$ cat src/ssf_pkg.sv
// serial status flags: shared constants, register map and state encodings
// assumes a 32-bit apb slave and one 200 mhz clock for the whole block
package ssf_pkg;
  // register byte addresses on the apb port
  localparam logic [7:0] ADDR_STATUS = 8'h00;
  localparam logic [7:0] ADDR_MODE = 8'h04;
  localparam logic [7:0] ADDR_CTRL = 8'h08;
  localparam logic [7:0] ADDR_PCTRL = 8'h0c;
  localparam logic [7:0] ADDR_PDATA = 8'h10;
  localparam logic [7:0] ADDR_RDATA = 8'h14;
  localparam logic [7:0] ADDR_TDATA = 8'h18;
  // values after reset
  localparam logic [7:0] STATUS_RST = 8'h84;
  localparam logic [7:0] MODE_RST = 8'h00;
  localparam logic [7:0] CTRL_RST = 8'h00;
  localparam logic [15:0] PCTRL_RST = 16'ha888;
  localparam logic [1:0] PDATA_RST = 2'h0;
  localparam logic [7:0] DATA_RST = 8'h00;
  // status bit positions
  localparam int ST_TRANSMIT_EMPTY_FLAG = 7;
  localparam int ST_RECEIVE_FULL_FLAG = 6;
  localparam int ST_ORER = 5;
  localparam int ST_FER = 4;
  localparam int ST_PER = 3;
  // mode, control and port bit positions
  localparam int MD_SYNC = 7;
  localparam int MD_PAR_EN = 5;
  localparam int MD_ODD = 4;
  localparam int MD_TWO_STOP = 3;
  localparam int MD_MP = 2;
  localparam int CT_TE = 5;
  localparam int CT_RE = 4;
  localparam int PD_SCK = 1;
  localparam int PD_BRK = 0;
  localparam logic [1:0] SCK_OUT = 2'h1;
  localparam logic [1:0] SCK_IN = 2'h2;
  localparam logic [1:0] BRK_OUT = 2'h1;
  // cycles per serial bit; rate generator is outside this block
  localparam int BIT_CYC = 16;
  localparam logic [3:0] BIT_LAST = 4'(BIT_CYC - 1);
  localparam logic [3:0] HALF_LAST = 4'(BIT_CYC / 2 - 1);
  localparam logic [2:0] IDX_LAST = 3'h7;
  // engine states, gray coded along the frame
  typedef enum logic [2:0] {
    RX_IDLE = 3'b000, RX_START = 3'b001, RX_DATA = 3'b011,
    RX_EXTRA = 3'b010, RX_STOP = 3'b110
  } ssf_rx_state_e;
  typedef enum logic [2:0] {
    TX_IDLE = 3'b000, TX_START = 3'b001, TX_DATA = 3'b011,
    TX_EXTRA = 3'b010, TX_STOP = 3'b110, TX_STOP2 = 3'b111
  } ssf_tx_state_e;
endpackage

$ cat src/ssf_flag.sv
// serial status flags: one write-zero-to-clear status flag with read record
// assumes read and write strobes are one-cycle pulses at apb completion
`timescale 1ns/1ps
module ssf_flag #(
  parameter logic INIT = 1'b0
) (
  input wire logic i_ref_clk,
  input wire logic i_rst_b,
  input wire logic i_ce,
  input wire logic i_init,
  input wire logic i_set,
  input wire logic i_hw_clr,
  input wire logic i_read_one,
  input wire logic i_write_zero,
  output logic o_flag,
  output logic o_sw_clr
);
  logic flag_reg, flag_next, armed_reg, armed_next;

  // set beats every clear except init, so an event in the clearing cycle is kept
  always_comb begin
    flag_next = flag_reg;
    armed_next = armed_reg;
    o_sw_clr = 1'b0;
    if (i_read_one) armed_next = 1'b1;
    if (i_write_zero) begin
      if (armed_reg) begin
        flag_next = 1'b0;
        o_sw_clr = 1'b1;
      end
      armed_next = 1'b0; // record used up by any zero write
    end
    if (i_hw_clr) begin
      flag_next = 1'b0;
      armed_next = 1'b0;
    end
    if (i_set) flag_next = 1'b1;
    if (i_init) begin
      flag_next = INIT;
      armed_next = 1'b0;
    end
  end

  always_ff @(posedge i_ref_clk) begin
    if (!i_rst_b) begin
      flag_reg <= INIT;
      armed_reg <= 1'b0;
    end else if (i_ce) begin
      flag_reg <= flag_next;
      armed_reg <= armed_next;
    end
  end

  assign o_flag = flag_reg;
endmodule

$ cat src/ssf_rx_check.sv
// serial status flags: framing and parity check of one received character
// assumes inputs are held stable by the receiver while checked
`timescale 1ns/1ps
module ssf_rx_check (
  input wire logic [7:0] i_data,
  input wire logic i_par_bit,
  input wire logic i_stop_bit,
  input wire logic i_parity_en,
  input wire logic i_odd,
  output logic o_fer,
  output logic o_per
);
  // only the first stop bit reaches this
  assign o_fer = !i_stop_bit;
  // odd parity wants an odd count of ones over data plus parity
  assign o_per = i_parity_en && ((^{i_data, i_par_bit}) != i_odd);
endmodule

$ cat src/ssf_serial_status.sv
// serial status flags: status register, error flags, tx/rx engines, port
// assumes apb master on i_ref_clk and pins synchronous to that clock
//
// Decided for this implementation: the register offsets and register access over APB.
`timescale 1ns/1ps
module ssf_serial_status
  import ssf_pkg::*;
(
  input wire logic i_ref_clk,
  input wire logic i_rst_b,
  input wire logic i_ce,
  input wire logic i_standby,
  input wire logic i_psel,
  input wire logic i_penable,
  input wire logic i_pwrite,
  input wire logic [7:0] i_paddr,
  input wire logic [31:0] i_pwdata,
  output logic [31:0] o_prdata,
  output logic o_pready,
  output logic o_pslverr,
  input wire logic i_rxd,
  output logic o_txd,
  input wire logic i_sck,
  output logic o_sck,
  output logic o_sck_oe_b
);
  logic pready_reg, pready_next, pslverr_reg, pslverr_next;
  logic [31:0] prdata_reg, prdata_next;
  logic [7:0] mode_reg, mode_next, ctrl_reg, ctrl_next;
  logic [15:0] pctrl_reg, pctrl_next;
  logic [1:0] pdata_reg, pdata_next;
  logic [7:0] rdata_reg, rdata_next, tdata_reg, tdata_next;
  logic mp_transmit_bit_reg, mp_transmit_bit_next, mpb_reg, mpb_next, transmit_end_flag_reg, transmit_end_flag_next;
  logic txd_reg, txd_next, sck_reg, sck_next, sck_oe_b_reg, sck_oe_b_next;
  ssf_rx_state_e rx_state_reg, rx_state_next;
  logic [3:0] rx_cnt_reg, rx_cnt_next;
  logic [2:0] rx_idx_reg, rx_idx_next;
  logic [7:0] rx_shift_reg, rx_shift_next;
  logic rx_extra_reg, rx_extra_next, rx_end;
  ssf_tx_state_e tx_state_reg, tx_state_next;
  logic [3:0] tx_cnt_reg, tx_cnt_next;
  logic [2:0] tx_idx_reg, tx_idx_next;
  logic [7:0] tx_shift_reg, tx_shift_next;
  logic tx_extra_reg, tx_extra_next, tx_line, tx_load, tx_end;
  logic [7:3] set_v, hwclr_v, rd1_v, wr0_v, flag_v, swclr_v;
  logic acc, wr_done, rd_done, setup, wr_status, ctrl_zero;
  logic sync_md, par_md, mp_md, re, te, err_any, overrun, chk_fer, chk_per;
  logic sck_rd, brk_rd;

  // bus phases and mode decode
  assign setup = i_psel && !i_penable;
  assign acc = i_psel && i_penable && pready_reg;
  assign wr_done = acc && i_pwrite;
  assign rd_done = acc && !i_pwrite;
  assign wr_status = wr_done && (i_paddr == ADDR_STATUS);
  assign ctrl_zero = wr_done && (i_paddr == ADDR_CTRL) &&
    (i_pwdata[7:0] == 8'h00);
  assign sync_md = mode_reg[MD_SYNC];
  assign mp_md = mode_reg[MD_MP] && !sync_md;
  assign par_md = mode_reg[MD_PAR_EN] && !sync_md && !mp_md;
  assign re = ctrl_reg[CT_RE];
  assign te = ctrl_reg[CT_TE];
  assign err_any = flag_v[ST_ORER] || flag_v[ST_FER] || flag_v[ST_PER];
  assign overrun = rx_end && flag_v[ST_RECEIVE_FULL_FLAG];
  // pin reads through the port data register
  assign sck_rd = (pctrl_reg[3:2] == SCK_IN) ? i_sck : pdata_reg[PD_SCK];
  assign brk_rd = re ? i_rxd : pdata_reg[PD_BRK];

  ssf_rx_check u_check (
    .i_data(rx_shift_reg),
    .i_par_bit(rx_extra_reg),
    .i_stop_bit(i_rxd),
    .i_parity_en(par_md),
    .i_odd(mode_reg[MD_ODD]),
    .o_fer(chk_fer),
    .o_per(chk_per)
  );

  // flag events; only the value actually returned arms a clear
  always_comb begin
    set_v = '0;
    set_v[ST_TRANSMIT_EMPTY_FLAG] = tx_load || ctrl_zero;
    set_v[ST_RECEIVE_FULL_FLAG] = rx_end && !overrun && !chk_fer && !chk_per;
    set_v[ST_ORER] = overrun;
    set_v[ST_FER] = rx_end && chk_fer;
    set_v[ST_PER] = rx_end && chk_per;
    hwclr_v = '0;
    hwclr_v[ST_TRANSMIT_EMPTY_FLAG] = wr_done && (i_paddr == ADDR_TDATA);
    rd1_v = {5{rd_done && (i_paddr == ADDR_STATUS)}} & prdata_reg[7:3];
    wr0_v = {5{wr_status}} & ~i_pwdata[7:3];
  end

  // reset, standby, armed zero writes and, for the transmit empty flag, a tdata write; receive enable has no say
  for (genvar g = 3; g < 8; g++) begin : g_flag
    ssf_flag #(.INIT(STATUS_RST[g])) u_flag (
      .i_ref_clk(i_ref_clk),
      .i_rst_b(i_rst_b),
      .i_ce(i_ce),
      .i_init(i_standby),
      .i_set(set_v[g]),
      .i_hw_clr(hwclr_v[g]),
      .i_read_one(rd1_v[g]),
      .i_write_zero(wr0_v[g]),
      .o_flag(flag_v[g]),
      .o_sw_clr(swclr_v[g])
    );
  end

  // apb slave, config registers and status low bits
  always_comb begin
    pready_next = setup; // zero wait states: ready in the access phase
    pslverr_next = 1'b0;
    prdata_next = prdata_reg;
    mode_next = mode_reg;
    ctrl_next = ctrl_reg;
    pctrl_next = pctrl_reg;
    pdata_next = pdata_reg;
    tdata_next = tdata_reg;
    rdata_next = rdata_reg;
    mp_transmit_bit_next = mp_transmit_bit_reg;
    mpb_next = mpb_reg;
    transmit_end_flag_next = transmit_end_flag_reg;
    if (setup && !i_pwrite) begin
      if (i_paddr == ADDR_STATUS) begin
        prdata_next = {24'h0, flag_v, transmit_end_flag_reg, mpb_reg, mp_transmit_bit_reg};
      end else if (i_paddr == ADDR_MODE) begin
        prdata_next = {24'h0, mode_reg};
      end else if (i_paddr == ADDR_CTRL) begin
        prdata_next = {24'h0, ctrl_reg};
      end else if (i_paddr == ADDR_PCTRL) begin
        prdata_next = {16'h0, pctrl_reg};
      end else if (i_paddr == ADDR_PDATA) begin
        prdata_next = {30'h0, sck_rd, brk_rd};
      end else if (i_paddr == ADDR_RDATA) begin
        prdata_next = {24'h0, rdata_reg};
      end else if (i_paddr == ADDR_TDATA) begin
        prdata_next = {24'h0, tdata_reg};
      end else begin
        prdata_next = 32'h0;
        pslverr_next = 1'b1;
      end
    end else if (setup) begin
      prdata_next = 32'h0;
      pslverr_next = !(i_paddr == ADDR_STATUS || i_paddr == ADDR_MODE ||
        i_paddr == ADDR_CTRL || i_paddr == ADDR_PCTRL ||
        i_paddr == ADDR_PDATA || i_paddr == ADDR_RDATA ||
        i_paddr == ADDR_TDATA);
    end
    if (wr_done) begin
      if (i_paddr == ADDR_STATUS) begin
        mp_transmit_bit_next = i_pwdata[0]; // transmit_end_flag and mpb ignore writes
      end else if (i_paddr == ADDR_MODE) begin
        mode_next = i_pwdata[7:0];
      end else if (i_paddr == ADDR_CTRL) begin
        ctrl_next = i_pwdata[7:0];
      end else if (i_paddr == ADDR_PCTRL) begin
        pctrl_next = i_pwdata[15:0];
      end else if (i_paddr == ADDR_PDATA) begin
        pdata_next = i_pwdata[1:0];
      end else if (i_paddr == ADDR_TDATA) begin
        tdata_next = i_pwdata[7:0];
      end
    end
    // received character loads even on error, lost only on overrun
    if (rx_end && !overrun) rdata_next = rx_shift_reg;
    if (rx_end && mp_md) mpb_next = rx_extra_reg;
    if (swclr_v[ST_TRANSMIT_EMPTY_FLAG]) transmit_end_flag_next = 1'b0;
    if ((tx_end && flag_v[ST_TRANSMIT_EMPTY_FLAG]) || ctrl_zero) transmit_end_flag_next = 1'b1;
    if (i_standby) begin
      transmit_end_flag_next = STATUS_RST[2];
      mpb_next = STATUS_RST[1];
      mp_transmit_bit_next = STATUS_RST[0];
    end
  end

  always_ff @(posedge i_ref_clk) begin
    if (!i_rst_b) begin
      pready_reg <= 1'b0;
      pslverr_reg <= 1'b0;
      prdata_reg <= 32'h0;
      mode_reg <= MODE_RST;
      ctrl_reg <= CTRL_RST;
      pctrl_reg <= PCTRL_RST;
      pdata_reg <= PDATA_RST;
      tdata_reg <= DATA_RST;
      rdata_reg <= DATA_RST;
      mp_transmit_bit_reg <= STATUS_RST[0];
      mpb_reg <= STATUS_RST[1];
      transmit_end_flag_reg <= STATUS_RST[2];
    end else if (i_ce) begin
      pready_reg <= pready_next;
      pslverr_reg <= pslverr_next;
      prdata_reg <= prdata_next;
      mode_reg <= mode_next;
      ctrl_reg <= ctrl_next;
      pctrl_reg <= pctrl_next;
      pdata_reg <= pdata_next;
      tdata_reg <= tdata_next;
      rdata_reg <= rdata_next;
      mp_transmit_bit_reg <= mp_transmit_bit_next;
      mpb_reg <= mpb_next;
      transmit_end_flag_reg <= transmit_end_flag_next;
    end
  end

  // receiver: samples mid-bit, never starts while an error flag is up
  always_comb begin
    rx_state_next = rx_state_reg;
    rx_cnt_next = rx_cnt_reg;
    rx_idx_next = rx_idx_reg;
    rx_shift_next = rx_shift_reg;
    rx_extra_next = rx_extra_reg;
    rx_end = 1'b0;
    case (rx_state_reg)
      RX_IDLE: begin
        if (re && !err_any && !i_rxd) begin
          rx_state_next = RX_START;
          rx_cnt_next = HALF_LAST;
        end
      end
      RX_START: begin
        if (rx_cnt_reg != 4'h0) begin
          rx_cnt_next = rx_cnt_reg - 4'h1;
        end else if (i_rxd) begin
          rx_state_next = RX_IDLE; // start glitch, not a character
        end else begin
          rx_state_next = RX_DATA;
          rx_cnt_next = BIT_LAST;
          rx_idx_next = 3'h0;
        end
      end
      RX_DATA: begin
        if (rx_cnt_reg != 4'h0) begin
          rx_cnt_next = rx_cnt_reg - 4'h1;
        end else begin
          rx_shift_next = {i_rxd, rx_shift_reg[7:1]};
          rx_cnt_next = BIT_LAST;
          rx_idx_next = rx_idx_reg + 3'h1;
          if (rx_idx_reg == IDX_LAST) begin
            rx_state_next = (par_md || mp_md) ? RX_EXTRA : RX_STOP;
          end
        end
      end
      RX_EXTRA: begin
        if (rx_cnt_reg != 4'h0) begin
          rx_cnt_next = rx_cnt_reg - 4'h1;
        end else begin
          rx_extra_next = i_rxd;
          rx_cnt_next = BIT_LAST;
          rx_state_next = RX_STOP;
        end
      end
      RX_STOP: begin
        if (rx_cnt_reg != 4'h0) begin
          rx_cnt_next = rx_cnt_reg - 4'h1;
        end else begin
          rx_end = re; // second stop bit is idle line, never looked at
          rx_state_next = RX_IDLE;
        end
      end
      default: rx_state_next = RX_IDLE;
    endcase
    if (!re || i_standby) rx_state_next = RX_IDLE;
  end

  always_ff @(posedge i_ref_clk) begin
    if (!i_rst_b) begin
      rx_state_reg <= RX_IDLE;
      rx_cnt_reg <= 4'h0;
      rx_idx_reg <= 3'h0;
      rx_shift_reg <= DATA_RST;
      rx_extra_reg <= 1'b0;
    end else if (i_ce) begin
      rx_state_reg <= rx_state_next;
      rx_cnt_reg <= rx_cnt_next;
      rx_idx_reg <= rx_idx_next;
      rx_shift_reg <= rx_shift_next;
      rx_extra_reg <= rx_extra_next;
    end
  end

  // transmitter; in sync mode an error flag holds off the next character
  always_comb begin
    tx_state_next = tx_state_reg;
    tx_cnt_next = tx_cnt_reg;
    tx_idx_next = tx_idx_reg;
    tx_shift_next = tx_shift_reg;
    tx_extra_next = tx_extra_reg;
    tx_load = 1'b0;
    tx_end = 1'b0;
    tx_line = 1'b1;
    if (tx_cnt_reg != 4'h0) tx_cnt_next = tx_cnt_reg - 4'h1;
    case (tx_state_reg)
      TX_IDLE: begin
        if (te && !flag_v[ST_TRANSMIT_EMPTY_FLAG] && !(sync_md && err_any)) begin
          tx_load = 1'b1;
          tx_shift_next = tdata_reg;
          // mp bit only in async mp format, else parity
          tx_extra_next = mp_md ? mp_transmit_bit_reg : (^tdata_reg) ^ mode_reg[MD_ODD];
          tx_cnt_next = BIT_LAST;
          tx_state_next = TX_START;
        end
      end
      TX_START: begin
        tx_line = 1'b0;
        if (tx_cnt_reg == 4'h0) begin
          tx_cnt_next = BIT_LAST;
          tx_idx_next = 3'h0;
          tx_state_next = TX_DATA;
        end
      end
      TX_DATA: begin
        tx_line = tx_shift_reg[0];
        if (tx_cnt_reg == 4'h0) begin
          tx_cnt_next = BIT_LAST;
          tx_shift_next = {1'b1, tx_shift_reg[7:1]};
          tx_idx_next = tx_idx_reg + 3'h1;
          if (tx_idx_reg == IDX_LAST) begin
            tx_state_next = (par_md || mp_md) ? TX_EXTRA : TX_STOP;
          end
        end
      end
      TX_EXTRA: begin
        tx_line = tx_extra_reg;
        if (tx_cnt_reg == 4'h0) begin
          tx_cnt_next = BIT_LAST;
          tx_state_next = TX_STOP;
        end
      end
      TX_STOP: begin
        if (tx_cnt_reg == 4'h0) begin
          tx_cnt_next = BIT_LAST;
          tx_end = !mode_reg[MD_TWO_STOP];
          tx_state_next = mode_reg[MD_TWO_STOP] ? TX_STOP2 : TX_IDLE;
        end
      end
      TX_STOP2: begin
        if (tx_cnt_reg == 4'h0) begin
          tx_end = 1'b1;
          tx_state_next = TX_IDLE;
        end
      end
      default: tx_state_next = TX_IDLE;
    endcase
    if (!te || i_standby) tx_state_next = TX_IDLE;
    // port data may take over the tx pin as a break driver
    txd_next = (pctrl_reg[1:0] == BRK_OUT) ? pdata_reg[PD_BRK] : tx_line;
    sck_next = pdata_reg[PD_SCK];
    sck_oe_b_next = !(pctrl_reg[3:2] == SCK_OUT);
  end

  always_ff @(posedge i_ref_clk) begin
    if (!i_rst_b) begin
      tx_state_reg <= TX_IDLE;
      tx_cnt_reg <= 4'h0;
      tx_idx_reg <= 3'h0;
      tx_shift_reg <= DATA_RST;
      tx_extra_reg <= 1'b0;
      txd_reg <= 1'b1;
      sck_reg <= 1'b0;
      sck_oe_b_reg <= 1'b1;
    end else if (i_ce) begin
      tx_state_reg <= tx_state_next;
      tx_cnt_reg <= tx_cnt_next;
      tx_idx_reg <= tx_idx_next;
      tx_shift_reg <= tx_shift_next;
      tx_extra_reg <= tx_extra_next;
      txd_reg <= txd_next;
      sck_reg <= sck_next;
      sck_oe_b_reg <= sck_oe_b_next;
    end
  end

  assign o_prdata = prdata_reg;
  assign o_pready = pready_reg;
  assign o_pslverr = pslverr_reg;
  assign o_txd = txd_reg;
  assign o_sck = sck_reg;
  assign o_sck_oe_b = sck_oe_b_reg;
endmodule

$ cat config.mk
export PLATFORM = sky130hd
export DESIGN_NAME = ssf_serial_status
export DESIGN_NICKNAME = d
export VERILOG_FILES = /design/src/ssf_pkg.sv /design/src/ssf_flag.sv /design/src/ssf_rx_check.sv /design/src/ssf_serial_status.sv
export SDC_FILE = /design/constraint.sdc
export NUM_CORES = 1
export LEC_CHECK = 0
export ABC_AREA = 1
export BUFFER_PORTS_ARGS = -buffer_cell sky130_fd_sc_hd__buf_2
export CELL_PAD_IN_SITES_DETAIL_PLACEMENT = 0
export CELL_PAD_IN_SITES_GLOBAL_PLACEMENT = 2
export CORE_MARGIN = 5
export CORE_UTILIZATION = 32
export DETAILED_ROUTE_END_ITERATION = 7
export PLACE_DENSITY = 0.76
export SKIP_CTS_REPAIR_TIMING = 1
export SYNTH_ARGS = -nofsm -noshare
export SYNTH_HDL_FRONTEND = slang
export SYNTH_HIERARCHICAL = 1
export SYNTH_SLANG_ARGS = --single-unit
$ cat constraint.sdc
create_clock -name i_ref_clk -period 2.3 [get_ports i_ref_clk]
set_clock_uncertainty 0.2 [all_clocks]
set_input_delay 0.115 -clock i_ref_clk [delete_from_list [all_inputs] [get_ports i_ref_clk]]
set_output_delay 0.115 -clock i_ref_clk [all_outputs]
set_load 0.02 [all_outputs]
# Yosys cells after proc, flatten, opt, wreduce, memory -nomap -nowiden

Cells that the tools add are included.

Register bits: 138
Bits in latches: 0
Bits in writable memories: 0
Bits in read-only memories: 0
Input bits: 49
Output and inout port bits: 37
Logic and storage cells: 328
Memories kept: 0

Add/sub/neg operators: 4
Multiply operators: 0
Div/mod/pow operators: 0
Magnitude comparators: 0
Equality and inequality tests: 43
Shifts and indexed selects: 0
Multiplexer cells: 116
Bitwise gates (word level): 10
Reduce and logical (&&, ||, !) cells: 120

Operators by type and width:

| kind                                                             | number |
|---|---|
| 1-bit two-way mux                                                | 66 |
| 16-bit two-way mux                                               | 4 |
| 32-bit two-way mux                                               | 2 |
| 3-bit two-way mux                                                | 21 |
| 3-bit != test (second input constant)                            | 14 |
| 8-bit two-way mux                                                | 5 |
| 3-bit nonzero test                                               | 13 |
| 4-bit two-way mux                                                | 8 |
| 1-bit logical AND                                                | 28 |
| 3-bit AND reduction                                              | 9 |
| 8-bit by 5-bit == test with 1-bit output (second input constant) | 3 |
| 4-bit nonzero test                                               | 6 |
| 3-bit case mux with 6 select lines                               | 1 |
| 2-bit AND reduction                                              | 9 |
| 8-bit by 4-bit == test with 1-bit output (second input constant) | 2 |
| 8-bit zero test                                                  | 2 |
| 2-bit != test (second input constant)                            | 8 |
| 4-bit case mux with 4 select lines                               | 1 |
| 8-bit case mux with 2 select lines                               | 1 |
| 8-bit AND reduction                                              | 2 |
| 3-bit == test (second input constant)                            | 5 |
| 1-bit zero test                                                  | 15 |
| 3-bit case mux with 5 select lines                               | 1 |
| 5-bit AND reduction                                              | 3 |
| 28 further kinds                                                 | 64 |

# Depth between registers and ports, before layout

Gate-level depths: netlist of the first run.

Depth after elaboration: 10
Gate-level depth with buffers: 14
Gate-level depth less buffers: 14

# Hierarchy

The synthesis of the first run kept the hierarchy.

Modules (own cells, without submodules):

| module                           | times used | cells an instance | area each (µm²) | seq. area each (µm²) |
|---|---|---|---|---|
| ssf_serial_status                | 1          | 822               | 5836.8          | 2242.2 |
| ssf_flag at g_flag[3].u_flag ... | 4          | 15                | 106.4           | 40.0 |
| ssf_rx_check                     | 1          | 33                | 162.7           | 0.0 |
| ssf_flag at g_flag[7].u_flag     | 1          | 22                | 116.4           | 40.0 |

# Worst setup path before layout of the first run

OpenSTA, ideal clock, no wires.

Path type: reg-to-reg
Start: register pready_reg (netlist: o_pready)
End: register transmit_end_flag_reg
Library setup time: 119 ps
Arrival: 1469 ps
Required time: 1981 ps
Setup slack: 512 ps
Stages on the path, launching flop included: 12
Path buffers: 0
Period minus slack after synthesis: 1788 ps
Cells stage by stage: dfxtp_1 nand3_2 nor2_4 inv_4 nor2_1 inv_1 nor2_1 nand2_1 inv_1 nand2_1 a21oi_1 nand2_1

Longest elaborated chain between the ends: 7
Elaborated cells between the ends (all ways): 12
Classes of those cells: mux: 3; bitwise: 1; reduce/logical: 8

Ends and longest elaborated chain:

| what                                 | line                     | text |
|---|---|---|
| start, declared                      | ssf_serial_status.sv:27  | `logic pready_reg, pready_next, pslverr_reg, pslverr_next;` |
| start signal, assigned               | ssf_serial_status.sv:191 | `pready_reg <= pready_next;` |
| 1-bit logical AND                    | ssf_serial_status.sv:52  | `assign acc = i_psel && i_penable && pready_reg;` |
| 1-bit logical AND                    | ssf_serial_status.sv:53  | `assign wr_done = acc && i_pwrite;` |
| 1-bit logical AND                    | ssf_serial_status.sv:55  | `assign wr_status = wr_done && (i_paddr == ADDR_STATUS);` |
| 5-bit bitwise AND                    | ssf_serial_status.sv:90  | `wr0_v = {5{wr_status}} & ~i_pwdata[7:3];` |
| named net wr0_v (one bit)            | ssf_serial_status.sv:45  | `logic [7:3] set_v, hwclr_v, rd1_v, wr0_v, flag_v, swclr_v;` |
| 1-bit two-way mux                    | ssf_flag.sv:26           | `if (i_write_zero) begin` |
| named net swclr_v (one bit)          | ssf_serial_status.sv:45  |  |
| 3-bit nonzero test (no source line)  | n/a                      |  |
| 2-bit AND reduction (no source line) | n/a                      |  |
| end signal, assigned                 | ssf_serial_status.sv:189 | `transmit_end_flag_reg <= STATUS_RST[2];` |
| end signal, assigned                 | ssf_serial_status.sv:202 | `transmit_end_flag_reg <= transmit_end_flag_next;` |
| end, declared                        | ssf_serial_status.sv:33  | `logic mp_transmit_bit_reg, mp_transmit_bit_next, mpb_reg, mpb_next, transmit_end_flag_reg, transmit_end_flag_n ...` |

The timed path passes the listed nets, and every way through them passes these cells.
A chain may end at the register's enable or synchronous reset.

# Worst setup path after layout of the first run

Start: register tx_cnt_reg[0]
End: register tx_shift_reg[5]

Longest elaborated chain between the ends: 3

Ends and longest elaborated chain:

| what                                 | line                     | text |
|---|---|---|
| start, declared                      | ssf_serial_status.sv:41  | `logic [3:0] tx_cnt_reg, tx_cnt_next;` |
| start signal, assigned               | ssf_serial_status.sv:364 | `tx_cnt_reg <= tx_cnt_next;` |
| 4-bit zero test                      | ssf_serial_status.sv:314 | `if (tx_cnt_reg == 4'h0) begin` |
| 2-bit != test (no source line)       | n/a                      |  |
| 4-bit AND reduction (no source line) | n/a                      |  |
| end signal, assigned                 | ssf_serial_status.sv:366 | `tx_shift_reg <= tx_shift_next;` |
| end, declared                        | ssf_serial_status.sv:43  | `logic [7:0] tx_shift_reg, tx_shift_next;` |

Every way passes these cells.

==> results of run 1 <==
==> cell type report <==
type / count / area (µm²) / area share, %
Multi-Input combinational cell: 667 / 3430 / 43.8
Timing Repair Buffer: 84 / 571 / 7.29
Tap cell: 270 / 338 / 4.32
Sequential cell: 122 / 2440 / 31.2
Inverter: 121 / 459 / 5.87
Clock buffer: 19 / 443 / 5.66
Clock inverter: 13 / 144 / 1.84
==> power groups by stage <==
stage	Combinational, mW	Sequential [mW]	Clock [mW]
floorplan	0.265	2.20	0
CTS	0.389	2.15	2.75
global route	0.454	2.15	2.86
detailed placement	0.387	2.20	0
global placement	0.388	2.20	0
finish	0.408	2.15	2.68
==> how the worst max path moves through the flow <==
stage,to,depth (start not counted)
final,tx_shift_reg[5],10
after global routing,rx_shift_reg[2],9
after CTS,tx_shift_reg[5],10
after detailed placement,tx_shift_reg[5],10
after global placement,tx_shift_reg[6],10
after floorplan,transmit_end_flag_reg,11
==> routing by layer <==
| layer | track usage [%] | up-vias | part of all wire [%] |
|---|---|---|---|
| li1 | - | 3141 | - |
| met1 | 22.9 | 2703 | 50 |
| met2 | 27.1 | 74 | 47 |
| met3 | 3.00 | 10 | 2.3 |
| met4 | 4.12 | 0 | 0.95 |
| met5 | 0 | - | 0 |
==> critical path, delay by kind of cell, from the launching register on <==
kind                       cells  cell delay [ns]
DFF                            1             0.32
adders and majority gates      1             0.18
AOI/OAI and AO/OA              1             0.12
buffers and inverters          2             0.16
and+or+nand+nor                6             0.83
==> layout by cell type, fill, tap and decap left out, types with 5 or more instances in the layout <==
cell type,n
nand3b_1,6
ha_1,8
inv_2,13
nand2_1,196
a21oi_1,93
o21ai_1,10
o211a_1,7
dlygate4sd3_1,19
inv_1,105
nor2_4,9
nor2_2,10
o21ai_0,71
nor3_1,9
buf_4,10
conb_1,20
nand3_1,46
clkbuf_16,17
xor2_1,5
a21oi_2,12
buf_2,53
xnor2_1,8
nor2_1,105
dfxtp_1,122
nand2_2,12
==> impl_results.md, run 1 <==
- Status: finished, final reports clean
- Critical Path Max Stage Delay: between 0.3 and 0.4 ns
- R2R Path Start: tx_cnt_reg[0]
- Final setup vio count: 0
- CP dominant cell by count: nand2_2
- Pwr Density: 669 nW/µm²
- Hold_ws: approximately 0.020 ns
- Hold Startpoint: i_standby
- Worst Slack Setup Final: 0.381 ns
- Slew Viols, Final: 0
- CP Capture Type: flip-flop
- LEAKAGE: 3.49 nW
- CTS Buf Count: 17
- Final Util: 38.8%
- DRT iter0 DRCs: ~260
- Clock share of power: 51.1%
- Mapped Area: 6530 µm²
- Combinational cell fraction of total power: 7.8%
- Wirelength, routed: 19.2 mm
- Row count: 52
- Nets: 1070
- GP Congestion: 0.792
- Fillers: 2198
- Syn_area_per_cell: 6.99 µm²
- Sw power: 1.33 mW
- Total GRT Usage: 16.6%
- RSZ-0062 raised after global routing: false
- First-pass GRT wire length: ~31 mm
- Critical path class: reg2reg
- Final Hold Fails: 0
- Worst slack, placed: 0.389 ns
- Share of layout cells above drive strength 1: 16.6%
- Worst-path fanout max: 16
- Largest net degree at the start of global routing: 89
- Final non-filler cell total: 1296
- Root Driver: clkbuf_16
- Initial antenna violation count: 0
- Overall power: 5.23 mW
- DR vias: 5928
- N_diodes: 0
- Hold WC Path Type: in2reg
- Clk pin slew, worst setup/hold paths: 0.06 ns
- Worst relative slew slack: 56.4%
- FF-to-FF path depth: 10
- ANT nets after route: 0
- DRT Pass-1 Iters: 4
- Die span in y: 153 µm
- Area Overhead vs Synth: 19.9%
- DRC: 0
- Slowest-stage cell, CP: dfxtp_1
- Max Freq: 0.521 GHz
- Final Cycle Share: 83.4%
- IO buf count: 53
- Placeable Area: around 20000 µm²
- I/O pin total: 86
- Tmin final: 1.92 ns
- Vias in the first global route: 5693
- Placed cell count: about 1200
- VDD IR max: 460 µV
- Clock Sinks: 122
- Dpl cell area: between 7000 and 8000 µm²
- DPL Wire Length: between 10 and 15 mm
- Synth warn: 6
- Synthesized instance count: 933
- TNS Setup: 0 ns
- Least-Margin Pin Slew: about 0.65 ns
- Total die area: 23400 µm²
- Setup crit start: tx_cnt_reg[0]
- Wire per inst: 14.8 µm
- Crit-path cells: inv_1 > ha_1 > nand2_2 > nor2_2 > inv_2 > nor3_4 > nand2_1 > nand2_2 > nand3_1 > o211a_1
- Worst R2R Setup Slack: approximately 0.38 ns
- Die W: approximately 150 µm
- Arr. time, crit path: roughly 2.0 ns
- Critical Path RT: 2.40 ns
- Sequential power share: 41.1%
- GRT overflow: 0
- Initial Utilization: 32.4%
- Hold-critical path endpoint: transmit_end_flag_reg
- CTS max path bufs: 2
- Reg-to-Reg End: tx_shift_reg[5]
- Final instance area: 7830 µm²
- Internal Power: 3.90 mW
- Clock H-tree levels: 4
- Vias per Instance: between 4 and 5
- Max-Cap Viols: 0
- Worst skew pair latency: 0.41 ns
- Net Sw Frac: around a quarter
- Hold Path Depth: 3
- Crit path launch type: flip-flop
- CTS tree: done
(Power assumes the default switching activity.)
==> inputs of run 2 (changes only) <==
Settings changed: CORE_UTILIZATION 32 to 29, PLACE_DENSITY 0.76 to 0.72.
Clock period 2.3 ns to 1.7 ns, I/O delays scaled along.
==> impl_results.md, run 2 (synthesized netlist as in run 1, its figures left out) <==
- Initial antenna violation count: 0
- Area Overhead vs Synth: 38.8%
- I/O pin total: 86
- Violated checks: negative hold slack, negative setup slack
- Total stage count of the critical path: 11
- DR vias: between 6000 and 7000
- CTS Buf Count: 17
- Clk pin slew, worst setup/hold paths: 0.06 ns
- WP buf/inv: 4
- Final Cycle Share: 104%
- Critical Path Max Stage Delay: roughly 0.32 ns
- RSZ-0062 raised after global routing: true
- GRT overflow: 0
- Arr. time, crit path: ~2 ns
- IO buf count: 53
- FF-to-FF path depth: 11
- Setup crit start: tx_cnt_reg[1]
- Final Hold Fails: 1
- Worst skew pair latency: 0.43 ns
- DRT iter0 DRCs: 275
- Root Driver: clkbuf_16
- Hold_ws: -0.00487 ns
- Max Freq: 0.564 GHz
- Slew Viols, Final: 0
- Hold WC Path Type: in2reg
- Critical path class: reg2reg
- Total GRT Usage: 15.9%
- Total die area: ~26000 µm²
- Top Family by Delay on Critical Path: simple AND/OR/NAND/NOR gates
- Tmin final: 1.77 ns
- Clock Sinks: 122
- Worst Slack Setup Final: -0.0717 ns
- TNS Setup: -0.449 ns
- ANT nets after route: 0
- R2R Path Start: tx_cnt_reg[1]
- Most frequent cells in the layout: nand2_1 (181), dfxtp_1 (105), inv_1 (94)
- Row count: between 50 and 60
- Nets: 1153
- Largest net degree at the start of global routing: 48
- Reg-to-Reg End: tx_shift_reg[0]
- Crit-path cells: inv_2 > ha_4 > nand2_4 > nor2_4 > inv_2 > nor3_4 > nand2_2 > nand2_4 > buf_8 > buf_4 > o211a_1
- Clock H-tree levels: 4
- Vias per Instance: 4.53
- Initial Utilization: 29.7%
- Pwr Density: roughly 840 nW/µm²
- DRC: 0
- Crit path to: tx_shift_reg[0]
- Wirelength, routed: around 21 mm
- Final non-filler cell total: 1389
- Most common cell after layout, fill and taps aside: nand2_1
- Wire per inst: 15.3 µm
- Crit path launch type: flip-flop
- GP Congestion: 0.793
- Placeable Area: around 22000 µm²
- DPL Wire Length: 15.2 mm
- Slowest-stage cell, CP: dfxtp_2
- Placed cell count: 1315
- Final setup vio count: 9
- Share of layout cells above drive strength 1: a little under a third
- Vias in the first global route: 5906
- Worst R2R Setup Slack: -0.07 ns
- Status: complete, but fails checks
- Worst-path fanout max: 7
- CP Capture Type: flip-flop
- LEAKAGE: roughly 4 nW
- First-pass GRT wire length: 32.2 mm
- Die W: 160 µm
- CTS tree: done
- Critical Path RT: 1.88 ns
- Die span in y: around 160 µm
- VDD IR max: 422 µV
- DRT Pass-1 Iters: 4
- N_diodes: 0
- CTS max path bufs: 2
- Fillers: 2312
- Max-Cap Viols: 0
==> run 2: report_power, final <==
part	internal [mW]	switching, mW	leakage (nW)
clock network	2.46	1.47	0.289
registers	2.89	0.0230	0.994
logic	0.299	0.438	2.74
total	5.64	1.93	4.02
==> run 2: per-layer routing <==
layer	up-vias	track usage, %	routed length [µm]
met5	-	0	0
met3	18	3.35	687
met1	2871	22.1	10600
met2	89	25.2	9670
met4	0	4.46	279
li1	3314	-	-
==> run 2: worst min-delay path by stage <==
stage,slack [ns],from,end,cells after the start
2_1_floorplan,-0.02,i_ce,g_flag[7].u_flag/armed_reg,1
3_3_place_gp,0.10,i_pwdata[13],pctrl_reg[13],3
3_5_place_dp,0.10,i_pwdata[13],pctrl_reg[13],3
4_1_cts,-0.35,i_pwdata[13],pctrl_reg[13],3
5_1_grt,0.03,i_penable,o_pready,4
6_report,-0.005,i_penable,o_pready,4
==> run 2: final cells by class <==
cell class | instances | area, µm² | area share, %
timing repair inverter | 1 | 6.26 | 0.0691
tap | 280 | 350 | 3.87
sequential | 122 | 2470 | 27.2
inverter | 121 | 485 | 5.36
multi-input combinational | 668 | 3820 | 42.2
clock buffer | 18 | 429 | 4.74
clock inverter | 14 | 198 | 2.18
timing repair buffer | 165 | 1300 | 14.3
==> run 2: worst register-to-register path: stages (launching register included) <==
cell     delay [ns]
dfxtp_2        0.32
inv_2          0.07
ha_4           0.14
nand2_4        0.05
nor2_4         0.12
inv_2          0.07
nor3_4         0.18
nand2_2        0.09
nand2_4        0.11
buf_8          0.14
buf_4          0.11
o211a_1        0.12
==> run 2: per-stage QoR <==
stage | utilization (%) | setup WS (ns) | area (µm²) | total power [mW]
floorplan | - | 0.00448 | 6610 | 3.34
global placement | 34.5 | -0.137 | 7580 | 3.58
detailed placement | 34.5 | -0.122 | 7580 | 3.58
CTS | 37.4 | -0.121 | 8210 | 7.52
global route | 41.2 | -0.174 | 9060 | 7.86
finish | 41.2 | -0.0717 | 9060 | 7.58
==> inputs of run 3 (changes only) <==
Settings changed: CTS_BUF_LIST from default to sky130_fd_sc_hd__clkbuf_16.
==> impl_results.md, run 3 (synthesized netlist as in run 1, its figures left out) <==
- Clock H-tree levels: 4
- Root Driver: clkbuf_16
- Area Overhead vs Synth: 38.8%
- Max-Cap Viols: 0
- Final instance area: 9060 µm²
- Violated checks: negative hold slack, negative setup slack
- Clock share of power: 51.8%
- Die span in y: 160 µm
- GRT overflow: 0
- Placeable Area: 22000 µm²
- Initial antenna violation count: 0
- I/O pin total: 86
- CP Capture Type: flip-flop
- Final Cycle Share: 104%
- LEAKAGE: 4.02 nW
- Wire per inst: 15.3 µm
- CTS Buf Count: 17
- GP Congestion: roughly 0.79
- Nets: 1153
- Clk pin slew, worst setup/hold paths: roughly 0.06 ns
- IO buf count: 53
- Internal Power: 5.64 mW
- CTS max path bufs: 2
- Worst R2R Setup Slack: -0.07 ns
- Critical Path RT: 1.88 ns
- Total die area: approximately 26000 µm²
- Critical path class: reg2reg
- Final setup vio count: 9
- Sequential power share: a little under 40%
- Combinational cell fraction of total power: 9.7%
- DRT iter0 DRCs: 275
- Net Sw Frac: approximately a quarter
- Max Freq: 0.564 GHz
- Arr. time, crit path: 1.95 ns
- N_diodes: 0
- Crit path launch type: flip-flop
- Final Hold Fails: 1
- Clock Sinks: roughly 120
- Sw power: 1.93 mW
- Share of layout cells above drive strength 1: 31.5%
- Die W: 160 µm
- Worst skew pair latency: 0.43 ns
- Overall power: 7.57 mW
- Total GRT Usage: 15.9%
- Wirelength, routed: around 21 mm
- Status: complete, but fails checks
- Slew Viols, Final: 0
- VDD IR max: 422 µV
- ANT nets after route: 0
- Hold WC Path Type: in2reg
- Tmin final: 1.77 ns
- DRT Pass-1 Iters: 4
- Vias in the first global route: 5906
- CTS tree: done
- Most frequent cells in the layout: nand2_1 (181), dfxtp_1 (105), inv_1 (95)
- Most common cell after layout, fill and taps aside: nand2_1
- DR vias: 6293
- Initial Utilization: between 20 and 30%
- Pwr Density: 836 nW/µm²
- Dpl cell area: 7580 µm²
- Final non-filler cell total: 1389
- Row count: 54
- Final Util: 41.2%
- DRC: 0
- First-pass GRT wire length: 32.2 mm
- RSZ-0062 raised after global routing: true
- DPL Wire Length: between 15 and 20 mm
- Vias per Instance: 4.53
- Worst Slack Setup Final: -0.0717 ns
- Hold_ws: -0.00487 ns
- Largest net degree at the start of global routing: 48
- Placed cell count: 1315
- Worst-path fanout max: 7
-- run 3: cell count changes in the layout (fill, tap and decap cells not counted) --
cell,previous run,this run
clkbuf_1,1,0
inv_1,94,95
-- run 3: path summary, 6_finish.rpt --
kind,from,depth (start not counted),end
worst max-delay path,tx_cnt_reg[1],11,tx_shift_reg[0]
worst min-delay path,i_penable,4,o_pready
worst max register to register,tx_cnt_reg[1],11,tx_shift_reg[0]
worst min register to register,rx_cnt_reg[0],1,rx_cnt_reg[0]
-- run 3: power by group through the flow --
stage	Clock [mW]	Combinational, mW	Sequential (mW)
after floorplan	0	0.363	2.98
after global placement	0	0.611	2.97
after detailed placement	0	0.607	2.97
after CTS	3.99	0.609	2.91
after global routing	4.13	0.812	2.91
final	3.92	0.737	2.91
-- run 3: through the flow --
stage | hold WS, ns | setup slack [ns] | TNS, ns
finish | -0.00487 | -0.0717 | -0.449
global route | 0.0267 | -0.174 | -3.05
CTS | -0.350 | -0.121 | -1.78
detailed placement | 0.102 | -0.122 | -1.95
global placement | 0.101 | -0.137 | -1.52
floorplan | -0.0239 | 0.00448 | 0
-- run 3: cell type report --
class | instances | area, µm²
timing repair buffer | 165 | 1300
clock buffer | 17 | 425
sequential | 122 | 2470
fill | 2312 | 12900
multi-input combinational | 668 | 3820
clock inverter | 15 | 201
timing repair inverter | 1 | 6.26
inverter | 121 | 485
tap | 280 | 350
-- run 3: critical path, stage by stage, from the launching register on --
cell	delay (ns)
dfxtp_2	0.32
inv_2	0.07
ha_4	0.14
nand2_4	0.05
nor2_4	0.12
inv_2	0.07
nor3_4	0.18
nand2_2	0.09
nand2_4	0.11
buf_8	0.14
buf_4	0.10
o211a_1	0.12
-- run 3: per-layer routing --
metal / part of all wire, % / vias up / GRT usage [%]
met2: 46 / 89 / 25.2
met5: 0 / - / 0
met3: 3.2 / 18 / 3.35
li1: - / 3314 / -
met4: 1.3 / 0 / 4.46
met1: 50 / 2872 / 22.1
